## src/tpio_pkg.sv

```systemverilog
// Constants, mode type and decode helpers for the timer pin control block
package tpio_pkg;

    // ****************************************
    // Register map and layout
    // ****************************************
    localparam logic [3:0] ADDR_CH2_IO_CONTROL = 4'h0;
    localparam logic [3:0] ADDR_CH3_IO_CONTROL_HIGH = 4'h1;
    localparam logic [3:0] ADDR_CH3_IO_CONTROL_LOW = 4'h2;
    localparam logic [3:0] ADDR_CH3_MODE_REG = 4'h3;
    localparam logic [3:0] ADDR_CH2_GENERAL_REG_A = 4'h4;
    localparam logic [3:0] ADDR_CH3_GENERAL_REG_A = 4'h5;
    localparam logic [3:0] ADDR_CH3_GENERAL_REG_C = 4'h6;
    localparam logic [3:0] ADDR_EVENT_STATUS = 4'h7;
    localparam logic [3:0] ADDR_EVENT_MASK = 4'h8;

    localparam logic [7:0] IO_CONTROL_RESET = 8'h00;
    localparam logic [7:0] MODE_REG_RESET = 8'h00;
    localparam logic [15:0] GENERAL_REG_RESET = 16'hFFFF;
    localparam logic [2:0] EVENT_RESET = 3'h0;

    localparam int BUFFER_A_ENABLE_POS = 4;
    localparam int CODE_DIR_POS = 3;
    localparam int CODE_LEVEL_POS = 2;
    localparam int EVT_CH2_A = 0;
    localparam int EVT_CH3_A = 1;
    localparam int EVT_CH3_C = 2;

    // ****************************************
    // Modes
    // ****************************************
    typedef enum logic [2:0] {
        TPIO_COMPARE = 3'h1,
        TPIO_CAPTURE_PIN = 3'h2,
        TPIO_CAPTURE_ALT = 3'h4
    } tpio_mode_type;

    function automatic tpio_mode_type tpio_decode_mode(input logic [3:0] code, input logic alt_ok);
        tpio_mode_type m;
        m = TPIO_COMPARE;
        if (code[CODE_DIR_POS]) begin
            m = (code[CODE_LEVEL_POS] && alt_ok) ? TPIO_CAPTURE_ALT : TPIO_CAPTURE_PIN;
        end
        return m;
    endfunction

    // Bit 1 set means both edges, bit 0 then ignored
    function automatic logic tpio_edge_hit(input logic [1:0] low, input logic rise, input logic fall);
        logic hit;
        hit = 1'b0;
        if (low[1]) begin
            hit = rise | fall;
        end else if (low[0]) begin
            hit = fall;
        end else begin
            hit = rise;
        end
        return hit;
    endfunction

endpackage

```

## src/tpio_sync.sv

```systemverilog
// Three-stage synchroniser with agreement filter for one pin input
`timescale 1ns/1ps
`default_nettype none
module tpio_sync (
    input wire logic clock,
    input wire logic rstn,
    input wire logic pin_async,
    output logic level_q
);
    logic s1_q;
    logic s2_q;
    logic s3_q;

    always_ff @(posedge clock or negedge rstn) begin
        if (!rstn) begin
            s1_q <= 1'b0;
            s2_q <= 1'b0;
            s3_q <= 1'b0;
        end else begin
            s1_q <= pin_async;
            s2_q <= s1_q;
            s3_q <= s2_q;
        end
    end

    // Only the later two stages vote, first stage may be metastable
    always_ff @(posedge clock or negedge rstn) begin
        if (!rstn) begin
            level_q <= 1'b0;
        end else if (s2_q == s3_q) begin
            level_q <= s3_q;
        end
    end
endmodule // tpio_sync
`default_nettype wire

```

## src/tpio_pin_unit.sv

```systemverilog
// Compare and capture logic for one general register and its pin
`timescale 1ns/1ps
`default_nettype none
module tpio_pin_unit (
    input wire logic clock,
    input wire logic rstn,
    input wire logic [3:0] code,
    input wire logic code_load,
    input wire logic alt_ok,
    input wire logic pin_level,
    input wire logic alt_step,
    input wire logic inhibit,
    input wire logic [15:0] count,
    input wire logic [15:0] gen_reg,
    output logic pin_out_q,
    output logic pin_oe_n,
    output logic capture_q,
    output logic compare_q
);
    tpio_pkg::tpio_mode_type mode;
    logic level_prev_q;
    logic equal_prev_q;
    logic rise;
    logic fall;
    logic equal;
    logic cap_hit;
    logic match_hit;

    assign mode = tpio_pkg::tpio_decode_mode(code, alt_ok);
    assign rise = pin_level & ~level_prev_q;
    assign fall = ~pin_level & level_prev_q;
    assign equal = (count == gen_reg);
    assign cap_hit = !inhibit && ((mode == tpio_pkg::TPIO_CAPTURE_PIN && tpio_pkg::tpio_edge_hit(code[1:0], rise, fall))
        || (mode == tpio_pkg::TPIO_CAPTURE_ALT && alt_step));
    // Fires on entry to equality so a stalled counter matches once
    assign match_hit = !inhibit && mode == tpio_pkg::TPIO_COMPARE && equal && !equal_prev_q;
    assign pin_oe_n = !(mode == tpio_pkg::TPIO_COMPARE && code[1:0] != 2'h0 && !inhibit);

    always_ff @(posedge clock or negedge rstn) begin
        if (!rstn) begin
            level_prev_q <= 1'b0;
            equal_prev_q <= 1'b0;
        end else begin
            level_prev_q <= pin_level;
            equal_prev_q <= equal;
        end
    end

    always_ff @(posedge clock or negedge rstn) begin
        if (!rstn) begin
            pin_out_q <= 1'b0;
        end else if (code_load && mode == tpio_pkg::TPIO_COMPARE) begin
            pin_out_q <= code[tpio_pkg::CODE_LEVEL_POS];
        end else if (match_hit) begin
            case (code[1:0])
                2'h1: pin_out_q <= 1'b0;
                2'h2: pin_out_q <= 1'b1;
                2'h3: pin_out_q <= ~pin_out_q;
                default: pin_out_q <= pin_out_q;
            endcase
        end
    end

    always_ff @(posedge clock or negedge rstn) begin
        if (!rstn) begin
            capture_q <= 1'b0;
            compare_q <= 1'b0;
        end else begin
            capture_q <= cap_hit;
            compare_q <= match_hit;
        end
    end
endmodule // tpio_pin_unit
`default_nettype wire

```

## src/tpio_top.sv

```systemverilog
// Timer pin input/output control for channel 2 register A and channel 3 registers A and C
//
// Summary of operation
// Compare mode, bit 2 clear: initial low
// Compare mode, bit 2 set: initial high
// Low bits 01: pin low on match
// Low bits 10: pin high on match
// Low bits 11: pin toggles on match
// Channel 3 register A captures from pin A
// Channel 3 register C captures from pin C
// Channel 2 register A captures from its pin
// Low bits 00: capture on rising edge
// Low bits 01: capture on falling edge
// Bit 1 set: capture on both edges
// Code 11xx on channel 3 registers: channel 4 count is source
// Capture on each channel 4 count step
// Buffer mode blocks register C events
// Capture copies counter; match on equality
// Initial level applied when code written
`timescale 1ns/1ps
`default_nettype none
module tpio_top (
    input wire logic clock,
    input wire logic rstn,
    input wire logic [3:0] reg_addr,
    input wire logic [15:0] reg_wdata,
    input wire logic reg_wr,
    input wire logic reg_rd,
    output logic [15:0] reg_rdata,
    output logic irq,
    input wire logic [15:0] ch2_count,
    input wire logic [15:0] ch3_count,
    input wire logic ch4_count_step,
    input wire logic ch2_pin_a_in,
    output logic ch2_pin_a_out,
    output logic ch2_pin_a_oe_n,
    input wire logic ch3_pin_a_in,
    output logic ch3_pin_a_out,
    output logic ch3_pin_a_oe_n,
    input wire logic ch3_pin_c_in,
    output logic ch3_pin_c_out,
    output logic ch3_pin_c_oe_n
);
    // ****************************************
    // Declarations
    // ****************************************
    logic [7:0] ch2_io_control_q;
    logic [7:0] ch3_io_control_high_q;
    logic [7:0] ch3_io_control_low_q;
    logic [7:0] ch3_mode_reg_q;
    logic [15:0] ch2_general_reg_a_q;
    logic [15:0] ch3_general_reg_a_q;
    logic [15:0] ch3_general_reg_c_q;
    logic [2:0] status_q;
    logic [2:0] mask_q;
    logic [15:0] rdata_q;
    logic load_ch2_q;
    logic load_ch3_a_q;
    logic load_ch3_c_q;
    logic ch2_level;
    logic ch3_a_level;
    logic ch3_c_level;
    logic ch2_cap;
    logic ch3_a_cap;
    logic ch3_c_cap;
    logic ch2_cmp;
    logic ch3_a_cmp;
    logic ch3_c_cmp;
    logic buffer_a_enable;
    logic [2:0] events;
    logic wr_ch2_ctl;
    logic wr_ch3_high;
    logic wr_ch3_low;

    function automatic logic hit(input logic strobe, input logic [3:0] addr, input logic [3:0] target);
        return strobe && addr == target;
    endfunction

    assign wr_ch2_ctl = hit(reg_wr, reg_addr, tpio_pkg::ADDR_CH2_IO_CONTROL);
    assign wr_ch3_high = hit(reg_wr, reg_addr, tpio_pkg::ADDR_CH3_IO_CONTROL_HIGH);
    assign wr_ch3_low = hit(reg_wr, reg_addr, tpio_pkg::ADDR_CH3_IO_CONTROL_LOW);
    assign buffer_a_enable = ch3_mode_reg_q[tpio_pkg::BUFFER_A_ENABLE_POS];

    // ****************************************
    // Control registers
    // ****************************************
    always_ff @(posedge clock or negedge rstn) begin
        if (!rstn) begin
            ch2_io_control_q <= tpio_pkg::IO_CONTROL_RESET;
            ch3_io_control_high_q <= tpio_pkg::IO_CONTROL_RESET;
            ch3_io_control_low_q <= tpio_pkg::IO_CONTROL_RESET;
            ch3_mode_reg_q <= tpio_pkg::MODE_REG_RESET;
            mask_q <= tpio_pkg::EVENT_RESET;
        end else if (reg_wr) begin
            case (reg_addr)
                tpio_pkg::ADDR_CH2_IO_CONTROL: ch2_io_control_q <= reg_wdata[7:0];
                tpio_pkg::ADDR_CH3_IO_CONTROL_HIGH: ch3_io_control_high_q <= reg_wdata[7:0];
                tpio_pkg::ADDR_CH3_IO_CONTROL_LOW: ch3_io_control_low_q <= reg_wdata[7:0];
                tpio_pkg::ADDR_CH3_MODE_REG: ch3_mode_reg_q <= reg_wdata[7:0];
                tpio_pkg::ADDR_EVENT_MASK: mask_q <= reg_wdata[2:0];
                default: mask_q <= mask_q;
            endcase
        end
    end

    // One-cycle load pulse so the unit sees the new code already stored
    always_ff @(posedge clock or negedge rstn) begin
        if (!rstn) begin
            load_ch2_q <= 1'b0;
            load_ch3_a_q <= 1'b0;
            load_ch3_c_q <= 1'b0;
        end else begin
            load_ch2_q <= wr_ch2_ctl;
            load_ch3_a_q <= wr_ch3_high;
            load_ch3_c_q <= wr_ch3_low;
        end
    end

    // ****************************************
    // General registers
    // ****************************************
    // Capture beats a software write in the same cycle: the hardware value is newer
    always_ff @(posedge clock or negedge rstn) begin
        if (!rstn) begin
            ch2_general_reg_a_q <= tpio_pkg::GENERAL_REG_RESET;
        end else if (ch2_cap) begin
            ch2_general_reg_a_q <= ch2_count;
        end else if (hit(reg_wr, reg_addr, tpio_pkg::ADDR_CH2_GENERAL_REG_A)) begin
            ch2_general_reg_a_q <= reg_wdata;
        end
    end

    always_ff @(posedge clock or negedge rstn) begin
        if (!rstn) begin
            ch3_general_reg_a_q <= tpio_pkg::GENERAL_REG_RESET;
        end else if (ch3_a_cap) begin
            ch3_general_reg_a_q <= ch3_count;
        end else if (hit(reg_wr, reg_addr, tpio_pkg::ADDR_CH3_GENERAL_REG_A)) begin
            ch3_general_reg_a_q <= reg_wdata;
        end
    end

    always_ff @(posedge clock or negedge rstn) begin
        if (!rstn) begin
            ch3_general_reg_c_q <= tpio_pkg::GENERAL_REG_RESET;
        end else if (ch3_c_cap) begin
            ch3_general_reg_c_q <= ch3_count;
        end else if (hit(reg_wr, reg_addr, tpio_pkg::ADDR_CH3_GENERAL_REG_C)) begin
            ch3_general_reg_c_q <= reg_wdata;
        end
    end

    // ****************************************
    // Pin synchronisers
    // ****************************************
    tpio_sync u_sync_ch2_a (
        .clock(clock),
        .rstn(rstn),
        .pin_async(ch2_pin_a_in),
        .level_q(ch2_level)
    );

    tpio_sync u_sync_ch3_a (
        .clock(clock),
        .rstn(rstn),
        .pin_async(ch3_pin_a_in),
        .level_q(ch3_a_level)
    );

    tpio_sync u_sync_ch3_c (
        .clock(clock),
        .rstn(rstn),
        .pin_async(ch3_pin_c_in),
        .level_q(ch3_c_level)
    );

    // ****************************************
    // Compare and capture units
    // ****************************************
    // Channel 2 has no alternate source: code 11xx still captures from the pin
    tpio_pin_unit u_ch2_a (
        .clock(clock),
        .rstn(rstn),
        .code(ch2_io_control_q[3:0]),
        .code_load(load_ch2_q),
        .alt_ok(1'b0),
        .pin_level(ch2_level),
        .alt_step(1'b0),
        .inhibit(1'b0),
        .count(ch2_count),
        .gen_reg(ch2_general_reg_a_q),
        .pin_out_q(ch2_pin_a_out),
        .pin_oe_n(ch2_pin_a_oe_n),
        .capture_q(ch2_cap),
        .compare_q(ch2_cmp)
    );

    tpio_pin_unit u_ch3_a (
        .clock(clock),
        .rstn(rstn),
        .code(ch3_io_control_high_q[3:0]),
        .code_load(load_ch3_a_q),
        .alt_ok(1'b1),
        .pin_level(ch3_a_level),
        .alt_step(ch4_count_step),
        .inhibit(1'b0),
        .count(ch3_count),
        .gen_reg(ch3_general_reg_a_q),
        .pin_out_q(ch3_pin_a_out),
        .pin_oe_n(ch3_pin_a_oe_n),
        .capture_q(ch3_a_cap),
        .compare_q(ch3_a_cmp)
    );

    tpio_pin_unit u_ch3_c (
        .clock(clock),
        .rstn(rstn),
        .code(ch3_io_control_low_q[3:0]),
        .code_load(load_ch3_c_q),
        .alt_ok(1'b1),
        .pin_level(ch3_c_level),
        .alt_step(ch4_count_step),
        .inhibit(buffer_a_enable),
        .count(ch3_count),
        .gen_reg(ch3_general_reg_c_q),
        .pin_out_q(ch3_pin_c_out),
        .pin_oe_n(ch3_pin_c_oe_n),
        .capture_q(ch3_c_cap),
        .compare_q(ch3_c_cmp)
    );

    // ****************************************
    // Event status and interrupt
    // ****************************************
    assign events[tpio_pkg::EVT_CH2_A] = ch2_cap | ch2_cmp;
    assign events[tpio_pkg::EVT_CH3_A] = ch3_a_cap | ch3_a_cmp;
    assign events[tpio_pkg::EVT_CH3_C] = ch3_c_cap | ch3_c_cmp;

    // Set wins over read-to-clear so no event is lost
    always_ff @(posedge clock or negedge rstn) begin
        if (!rstn) begin
            status_q <= tpio_pkg::EVENT_RESET;
        end else if (hit(reg_rd, reg_addr, tpio_pkg::ADDR_EVENT_STATUS)) begin
            status_q <= events;
        end else begin
            status_q <= status_q | events;
        end
    end

    assign irq = |(status_q & mask_q);

    // ****************************************
    // Read port
    // ****************************************
    always_ff @(posedge clock or negedge rstn) begin
        if (!rstn) begin
            rdata_q <= 16'h0000;
        end else if (reg_rd) begin
            case (reg_addr)
                tpio_pkg::ADDR_CH2_IO_CONTROL: rdata_q <= {8'h00, ch2_io_control_q};
                tpio_pkg::ADDR_CH3_IO_CONTROL_HIGH: rdata_q <= {8'h00, ch3_io_control_high_q};
                tpio_pkg::ADDR_CH3_IO_CONTROL_LOW: rdata_q <= {8'h00, ch3_io_control_low_q};
                tpio_pkg::ADDR_CH3_MODE_REG: rdata_q <= {8'h00, ch3_mode_reg_q};
                tpio_pkg::ADDR_CH2_GENERAL_REG_A: rdata_q <= ch2_general_reg_a_q;
                tpio_pkg::ADDR_CH3_GENERAL_REG_A: rdata_q <= ch3_general_reg_a_q;
                tpio_pkg::ADDR_CH3_GENERAL_REG_C: rdata_q <= ch3_general_reg_c_q;
                tpio_pkg::ADDR_EVENT_STATUS: rdata_q <= {13'h0000, status_q};
                tpio_pkg::ADDR_EVENT_MASK: rdata_q <= {13'h0000, mask_q};
                default: rdata_q <= 16'h0000;
            endcase
        end else begin
            rdata_q <= 16'h0000;
        end
    end

    assign reg_rdata = rdata_q;
endmodule // tpio_top
`default_nettype wire

```

## config.mk

```make
export PLATFORM = sky130hd
export DESIGN_NAME = tpio_top
export DESIGN_NICKNAME = d
export VERILOG_FILES = /design/src/tpio_pkg.sv /design/src/tpio_sync.sv /design/src/tpio_pin_unit.sv /design/src/tpio_top.sv
export SDC_FILE = /design/constraint.sdc
export NUM_CORES = 1
export LEC_CHECK = 0
export CORE_AREA = 2 2 121 135
export CTS_CLUSTER_DIAMETER = 200
export DETAILED_ROUTE_END_ITERATION = 6
export DIE_AREA = 0 0 123 137
export DONT_BUFFER_PORTS = 1
export PLACE_DENSITY = 0.65
export SYNTH_ARGS = -nofsm -noshare
export SYNTH_HDL_FRONTEND = slang
export SYNTH_HIERARCHICAL = 1
export SYNTH_SLANG_ARGS = --single-unit
```

## constraint.sdc

```tcl
create_clock -name clock -period 3.35 [get_ports clock]
set_input_delay 0.1675 -clock clock [delete_from_list [all_inputs] [get_ports clock]]
set_output_delay 0.1675 -clock clock [all_outputs]
set_load 0.02 [all_outputs]
```

==> out/metrics.csv, run 1 <==
metric,value,unit
wl_per_cell,22.7,um
yosys_warnings,6,
root_buffer,clkbuf_16,
num_io_pins,83,
setup_violations,0,
cts_hold_buf,83,
finalWeightedCongestion,0.918,
rows,48,
crit_cells,3,
synthCells,609,
routed_via_density,5.83,
hold_depth,3,
worstPathMaxFanout,18,
worst_slew_margin_rel,15.7,%
grt_max_degree,133,
reg2reg_depth,3,
numCtsBuffers,17,
hp-start,reg_addr[3],
final_common_cell,dfrtp_1,
dieArea,16900,um2
fin_skew,0.00533,ns
power_leakage,3.50,nW
crit_buf_inv,1,
pwr-share-comb,23.6,%
vias,5319,
hold_class,input pin to flop,
rrSetupSlack,1.23,ns
layout.nets,768,
vdd_ir_drop_max,0.410,mV
max_freq,471,MHz
routed_wl,20700,um
grt.overflow.total,0,
endpoint_kind,flop,
syn_area_per_cell,11.3,um2
ant_nets,0,
hold_viol_final,0,
cp_slowest_cell,dfrtp_1,
n_fill_cell,1324,
status,completed,
path_class,flop to flop,
yosysTopAreaCellShare,30.6,%
p_clk_share,30.8,%
h-tree-depth,4,
synth_seq_cells,132,
clock-sinks,132,
maxSlewViolCount,0,
syn2layout_area_growth,23.5,%
worstPathRequired,3.69,ns
tightest_slew,1.26,ns
cp.arrival,2.47,ns
seq_area_frac_synth,49.0,%
start_util,44.3,%
start_kind,flop,
powerDensity,733,nW/um2
ys_types,54,
grt_pass1_wl,31400,um
cpPeakStageDelay,1.08,ns
finalCriticalPeriod,2.12,ns
die_y,137,um
most-common-layout-cells,"dfrtp_1, dlygate4sd3_1, nand2_1",
dominantRegCellSynth,dfrtp_1,
cts.clk_slew.worst_paths,0.06,ns
grt_util_all_layers,25.6,%
cts_tree,yes,
io_buffers,0,
fin_tns_setup,0,ns
crit_family,flip-flops,
power_frac_seq,45.6,%
async_flop_share,100,%
period_share,63.4,%
drive_gt1_share,21.0,%
synthTopCellsByArea,"dfrtp_1, dfstp_2, mux2i_1",
cts_buffer_depth,2,
grt_pass1_vias,5629,
place_hpwl,13200,um
power.switching,0.00196,W
p_int,0.00426,W
rsz0062_at_grt,false,
clock_latency,0.43,ns
fin_cells,913,
switching_share,31.5,%
drtPass1Iterations,5,
drv_cap,0,
synth_top_area_cell,dfrtp_1,
die_w,123,um
antenna_found_initial,2,
drc,0,
drt_iter0_drc,460,
totalPowerFinal,0.00622,W
postCtsSetupRepairBufs,0,
path_cells,mux2i_1 -> dlygate4sd3_1 -> o21ai_0,
min_to,reg_rdata[0],
dp_cells,794,
syn_area,6870,um2
coreArea,15500,um2
synth-edff-count,0,
ctsResizeCount,0,
reg2reg_from,u_ch3_a/capture_q,
reg2reg_to,ch3_general_reg_a_q[9],
==> per-stage QoR <==
stage | instance area (um2) | util [%] | hold WS [ns] | setup slack (ns)
floorplan | 6910 | - | -0.128 | 1.87
global placement | 7020 | 45.3 | -0.123 | 1.38
detailed placement | 7020 | 45.3 | -0.122 | 1.35
CTS | 8470 | 54.7 | 0.00718 | 1.28
global route | 8480 | 54.7 | 0.0154 | 1.13
finish | 8480 | 54.7 | 0.00984 | 1.23
==> sequential cells by signal, indices dropped and copies added (netlist names), 3 cells and up <==
name                   count
mask_q                     3
ch3_io_control_low_q       8
status_q                   3
ch2_general_reg_a_q       16
ch3_general_reg_a_q       16
reg_rdata                 16
ch3_mode_reg_q             8
ch3_io_control_high_q      8
ch2_io_control_q           8
ch3_general_reg_c_q       16
==> worst max-delay path by stage <==
| stage | startpoint | to |
|---|---|---|
| global route | reg_addr[2] | ch2_general_reg_a_q[1] |
| floorplan | ch2_general_reg_a_q[10] | u_ch2_a/pin_out_q |
| finish | u_ch3_a/capture_q | ch3_general_reg_a_q[9] |
| CTS | u_ch3_a/capture_q | ch3_general_reg_a_q[9] |
| global placement | ch3_general_reg_a_q[15] | u_ch3_a/pin_out_q |
| detailed placement | ch3_general_reg_a_q[15] | u_ch3_a/pin_out_q |
==> tightest hold or removal path, cell delays in order <==
cell,delay (ns)
nor2_2,0.08
nand2_1,0.07
a21oi_1,0.07
==> layout make-up <==
| cell class | instances | area [um2] | area share, % |
|---|---|---|---|
| Antenna cell | 4 | 10.0 | 0.118 |
| Clock buffer | 20 | 447 | 5.27 |
| Clock inverter | 12 | 156 | 1.84 |
| Inverter | 22 | 82.6 | 0.974 |
| Multi-Input combinational cell | 437 | 3300 | 38.9 |
| Sequential cell | 132 | 3360 | 39.7 |
| Tap cell | 200 | 250 | 2.95 |
| Timing Repair Buffer | 86 | 871 | 10.3 |
==> synthesized netlist by cell type, drive strengths merged (12+ instances only) <==
master,number
xor2,32
ha,12
nor2b,12
nor2,20
a22o,14
o21ai,54
buf,22
nand2,57
mux2i,56
dfrtp,84
xnor2,16
mux2,46
inv,22
dfstp,48
==> power groups by stage <==
stage	logic [W]	registers, W	clock network (W)
after global placement	0.00112	0.00282	0
after global routing	0.00162	0.00289	0.00202
final	0.00147	0.00283	0.00192
after CTS	0.00144	0.00282	0.00193
after floorplan	0.00102	0.00260	0
after detailed placement	0.00117	0.00284	0
==> layer usage <==
| layer | part of all wire [%] | wire, um | track usage [%] |
|---|---|---|---|
| met1 | 39 | 8120 | 30.4 |
| met5 | 0 | 0 | 0 |
| met4 | 5.0 | 1040 | 14.5 |
| met2 | 48 | 9900 | 40.9 |
| met3 | 7.8 | 1620 | 8.42 |
==> kinds of logic (layout without fill, tap and decap cells) <==
| group | count (synthesis) | in the layout | share of synthesized area (%) |
|---|---|---|---|
| other | 2 | 17 | 0.109 |
| adders and majority gates | 15 | 15 | 2.68 |
| buffers and inverters | 51 | 140 | 3.73 |
| xor gates and xnor gates | 48 | 48 | 6.12 |
| muxes | 102 | 102 | 15.7 |
| DFF | 132 | 132 | 49.0 |
| and+or+nand+nor | 136 | 136 | 11.0 |
| AOI/OAI and AO/OA | 123 | 123 | 11.7 |
Power figures use the tool's default switching activity.
==> run 2, diff against run 1 <==
Settings changed: PLACE_DENSITY 0.65 to 0.67.
Clock period 3.35 ns to 1.7 ns, I/O delays scaled along.
==> out/metrics.csv, run 2 (same netlist as run 1, synthesis figures left out) <==
metric,value,unit,change
num_io_pins,83,,unchanged
reg2reg_from,ch3_general_reg_a_q[9],,
drive_gt1_share,27.1,%,+6.1 points
reg2reg_depth,6,,+3
crit_buf_inv,1,,unchanged
h-tree-depth,4,,unchanged
rows,48,,unchanged
clock-sinks,132,,unchanged
worst_slew_margin_rel,19.1,%,+3.4 points
cts_buffer_depth,2,,unchanged
finalWeightedCongestion,0.936,,+2.0%
reg2reg_to,u_ch3_a/pin_out_q,,
powerDensity,1440,nW/um2,+97%
worstPathRequired,2.05,ns,-1.64 ns
routed_via_density,5.74,,-1.5%
clock_latency,0.43,ns,about the same
grt.overflow.total,0,,unchanged
syn2layout_area_growth,29.1,%,
place_hpwl,13600,um,+2.8%
fin_skew,0.00861,ns,+0.00329 ns
grt_util_all_layers,26.8,%,+1.1 points
routed_wl,21500,um,+3.9%
power.switching,0.00408,W,+110%
period_share,108,%,+44 points
cp_slowest_cell,dfstp_2,,
start_kind,flop,,
fin_cells,953,,+4.4%
cp.arrival,2.18,ns,-0.29 ns
drt_iter0_drc,720,,+57%
grt_max_degree,133,,unchanged
most-common-layout-cells,"dlygate4sd3_1, dfrtp_1, nand2_1",,
drc,0,,unchanged
vias,5471,,+2.9%
grt_pass1_vias,5748,,+2.1%
cts_hold_buf,84,,+1.2%
power_frac_seq,41.5,%,-4.1 points
place_ws,-0.171,ns,-1.52 ns
vdd_ir_drop_max,0.817,mV,+99%
hold_class,input pin to asynchronous set/reset pin,,
cts_tree,yes,,
path_cells,xor2_1 -> nor4_2 -> nand4_1 -> buf_4 -> nor4_4 -> mux2i_1,,
numCtsBuffers,17,,unchanged
die_y,137,um,unchanged
wl_per_cell,22.6,um,-0.46%
cpPeakStageDelay,0.54,ns,-0.54 ns
setup_violations,2,,+2
root_buffer,clkbuf_16,,
worstPathMaxFanout,2,,-16
ant_nets,0,,unchanged
max_freq,547,MHz,+16%
violations,"hold timing, setup timing",,
cts.clk_slew.worst_paths,0.06,ns,about the same
rsz0062_at_grt,true,,
drtPass1Iterations,6,,+1
final_common_cell,dlygate4sd3_1,,
status,finished with violations,,
endpoint_kind,flop,,
dieArea,16900,um2,unchanged
dp_cells,835,,+5.2%
path_class,flop to flop,,
final_area,8860,um2,+4.5%
layout.nets,812,,+5.7%
n_antenna_cell,0,,-4
antenna_found_initial,1,,-1
drv_cap,0,,unchanged
switching_share,31.9,%,+0.33 points
io_buffers,0,,unchanged
n_fill_cell,1315,,-0.68%
p_int,0.00871,W,+100%
tightest_slew,1.21,ns,-0.0502 ns
power_leakage,3.73,nW,+6.6%
dpl_cell_area,7350,um2,+4.7%
crit_family,simple AND/OR/NAND/NOR gates,,
rrSetupSlack,-0.13,ns,-1.35 ns
grt_pass1_wl,32900,um,+4.9%
die_w,123,um,unchanged
setup_slack,-0.129,ns,-1.35 ns
coreArea,15500,um2,unchanged
hold_ws,-0.648,ns,-0.658 ns
hold_viol_final,133,,+133
pwr-share-comb,29.5,%,+5.9 points
start_util,44.3,%,unchanged
finalCriticalPeriod,1.83,ns,-0.296 ns
p_clk_share,29.0,%,-1.8 points
maxSlewViolCount,0,,unchanged
[run 2: changes by cell type in the layout (fill, tap and decap cells not counted), moves of 2 or more]
cell	delta
buf_4	+40
nor4_1	-5
nor4_2	+5
diode_2	-4
dfrtp_1	-3
dfrtp_2	+3
inv_6	+3
xnor2_1	-3
xnor2_2	+3
buf_12	+2
clkbuf_1	-2
dlygate4sd3_1	+2
[run 2: worst reg2reg max path, delay by kind of cell (launching register included)]
| kind | cells | cell delay (ns) |
|---|---|---|
| xor+xnor | 1 | 0.09 |
| buf+inv | 1 | 0.19 |
| flops | 1 | 0.54 |
| mux | 1 | 0.23 |
| simple gates | 3 | 0.69 |
[run 2: worst max path at each step]
stage / start / end / slack, ns / cells after the start
CTS: ch3_general_reg_c_q[15] / u_ch3_c/pin_out_q / -0.04 / 5
floorplan: ch2_general_reg_a_q[10] / u_ch2_a/pin_out_q / 0.22 / 5
global route: ch3_general_reg_a_q[9] / u_ch3_a/pin_out_q / -0.14 / 6
detailed placement: ch3_general_reg_a_q[7] / u_ch3_a/pin_out_q / -0.17 / 5
finish: ch3_general_reg_a_q[9] / u_ch3_a/pin_out_q / -0.13 / 6
global placement: ch3_general_reg_c_q[9] / u_ch3_c/pin_out_q / -0.13 / 5
[run 2: cell type report]
| type | instances | area (um2) | share of cell area [%] |
|---|---|---|---|
| Clock inverter | 14 | 154 | 1.74 |
| Multi-Input combinational cell | 437 | 3360 | 37.9 |
| Inverter | 22 | 82.6 | 0.932 |
| Tap cell | 200 | 250 | 2.82 |
| Clock buffer | 18 | 439 | 4.95 |
| Timing Repair Buffer | 130 | 1210 | 13.7 |
| Sequential cell | 132 | 3370 | 38.0 |
[run 2: metal layers]
metal | vias to the layer above | GRT usage (%) | part of all wire (%)
met5 | - | 0 | 0.060
met4 | 2 | 11.5 | 3.3
met3 | 48 | 7.38 | 7.9
met2 | 252 | 44.1 | 49
met1 | 2733 | 32.8 | 40
li1 | 2436 | - | -
[run 2: timing repair]
item	4_1_cts	5_1_grt
cloned	0	0
buffers inserted	2	0
hold endpoints to repair	235	132
endpoints found under the setup margin	4	11
gates resized for setup	5	7
pin swaps	4	5
[run 2: through the flow]
stage,total power [W],setup TNS [ns],util (%),hold WS [ns]
floorplan,0.00714,0,-,-0.211
global placement,0.00829,-0.258,47.5,-0.206
detailed placement,0.00843,-0.341,47.5,-0.205
CTS,0.0127,-0.0394,57.0,-0.657
global route,0.0134,-0.282,57.2,-0.664
finish,0.0128,-0.202,57.2,-0.648
[run 2: power by group through the flow]
| stage | registers (W) | logic (W) | clock network, W |
|---|---|---|---|
| after CTS | 0.00528 | 0.00366 | 0.00374 |
| after global placement | 0.00526 | 0.00303 | 0 |
| final | 0.00531 | 0.00377 | 0.00370 |
| after detailed placement | 0.00532 | 0.00311 | 0 |
| after global routing | 0.00542 | 0.00407 | 0.00387 |
| after floorplan | 0.00513 | 0.00201 | 0 |
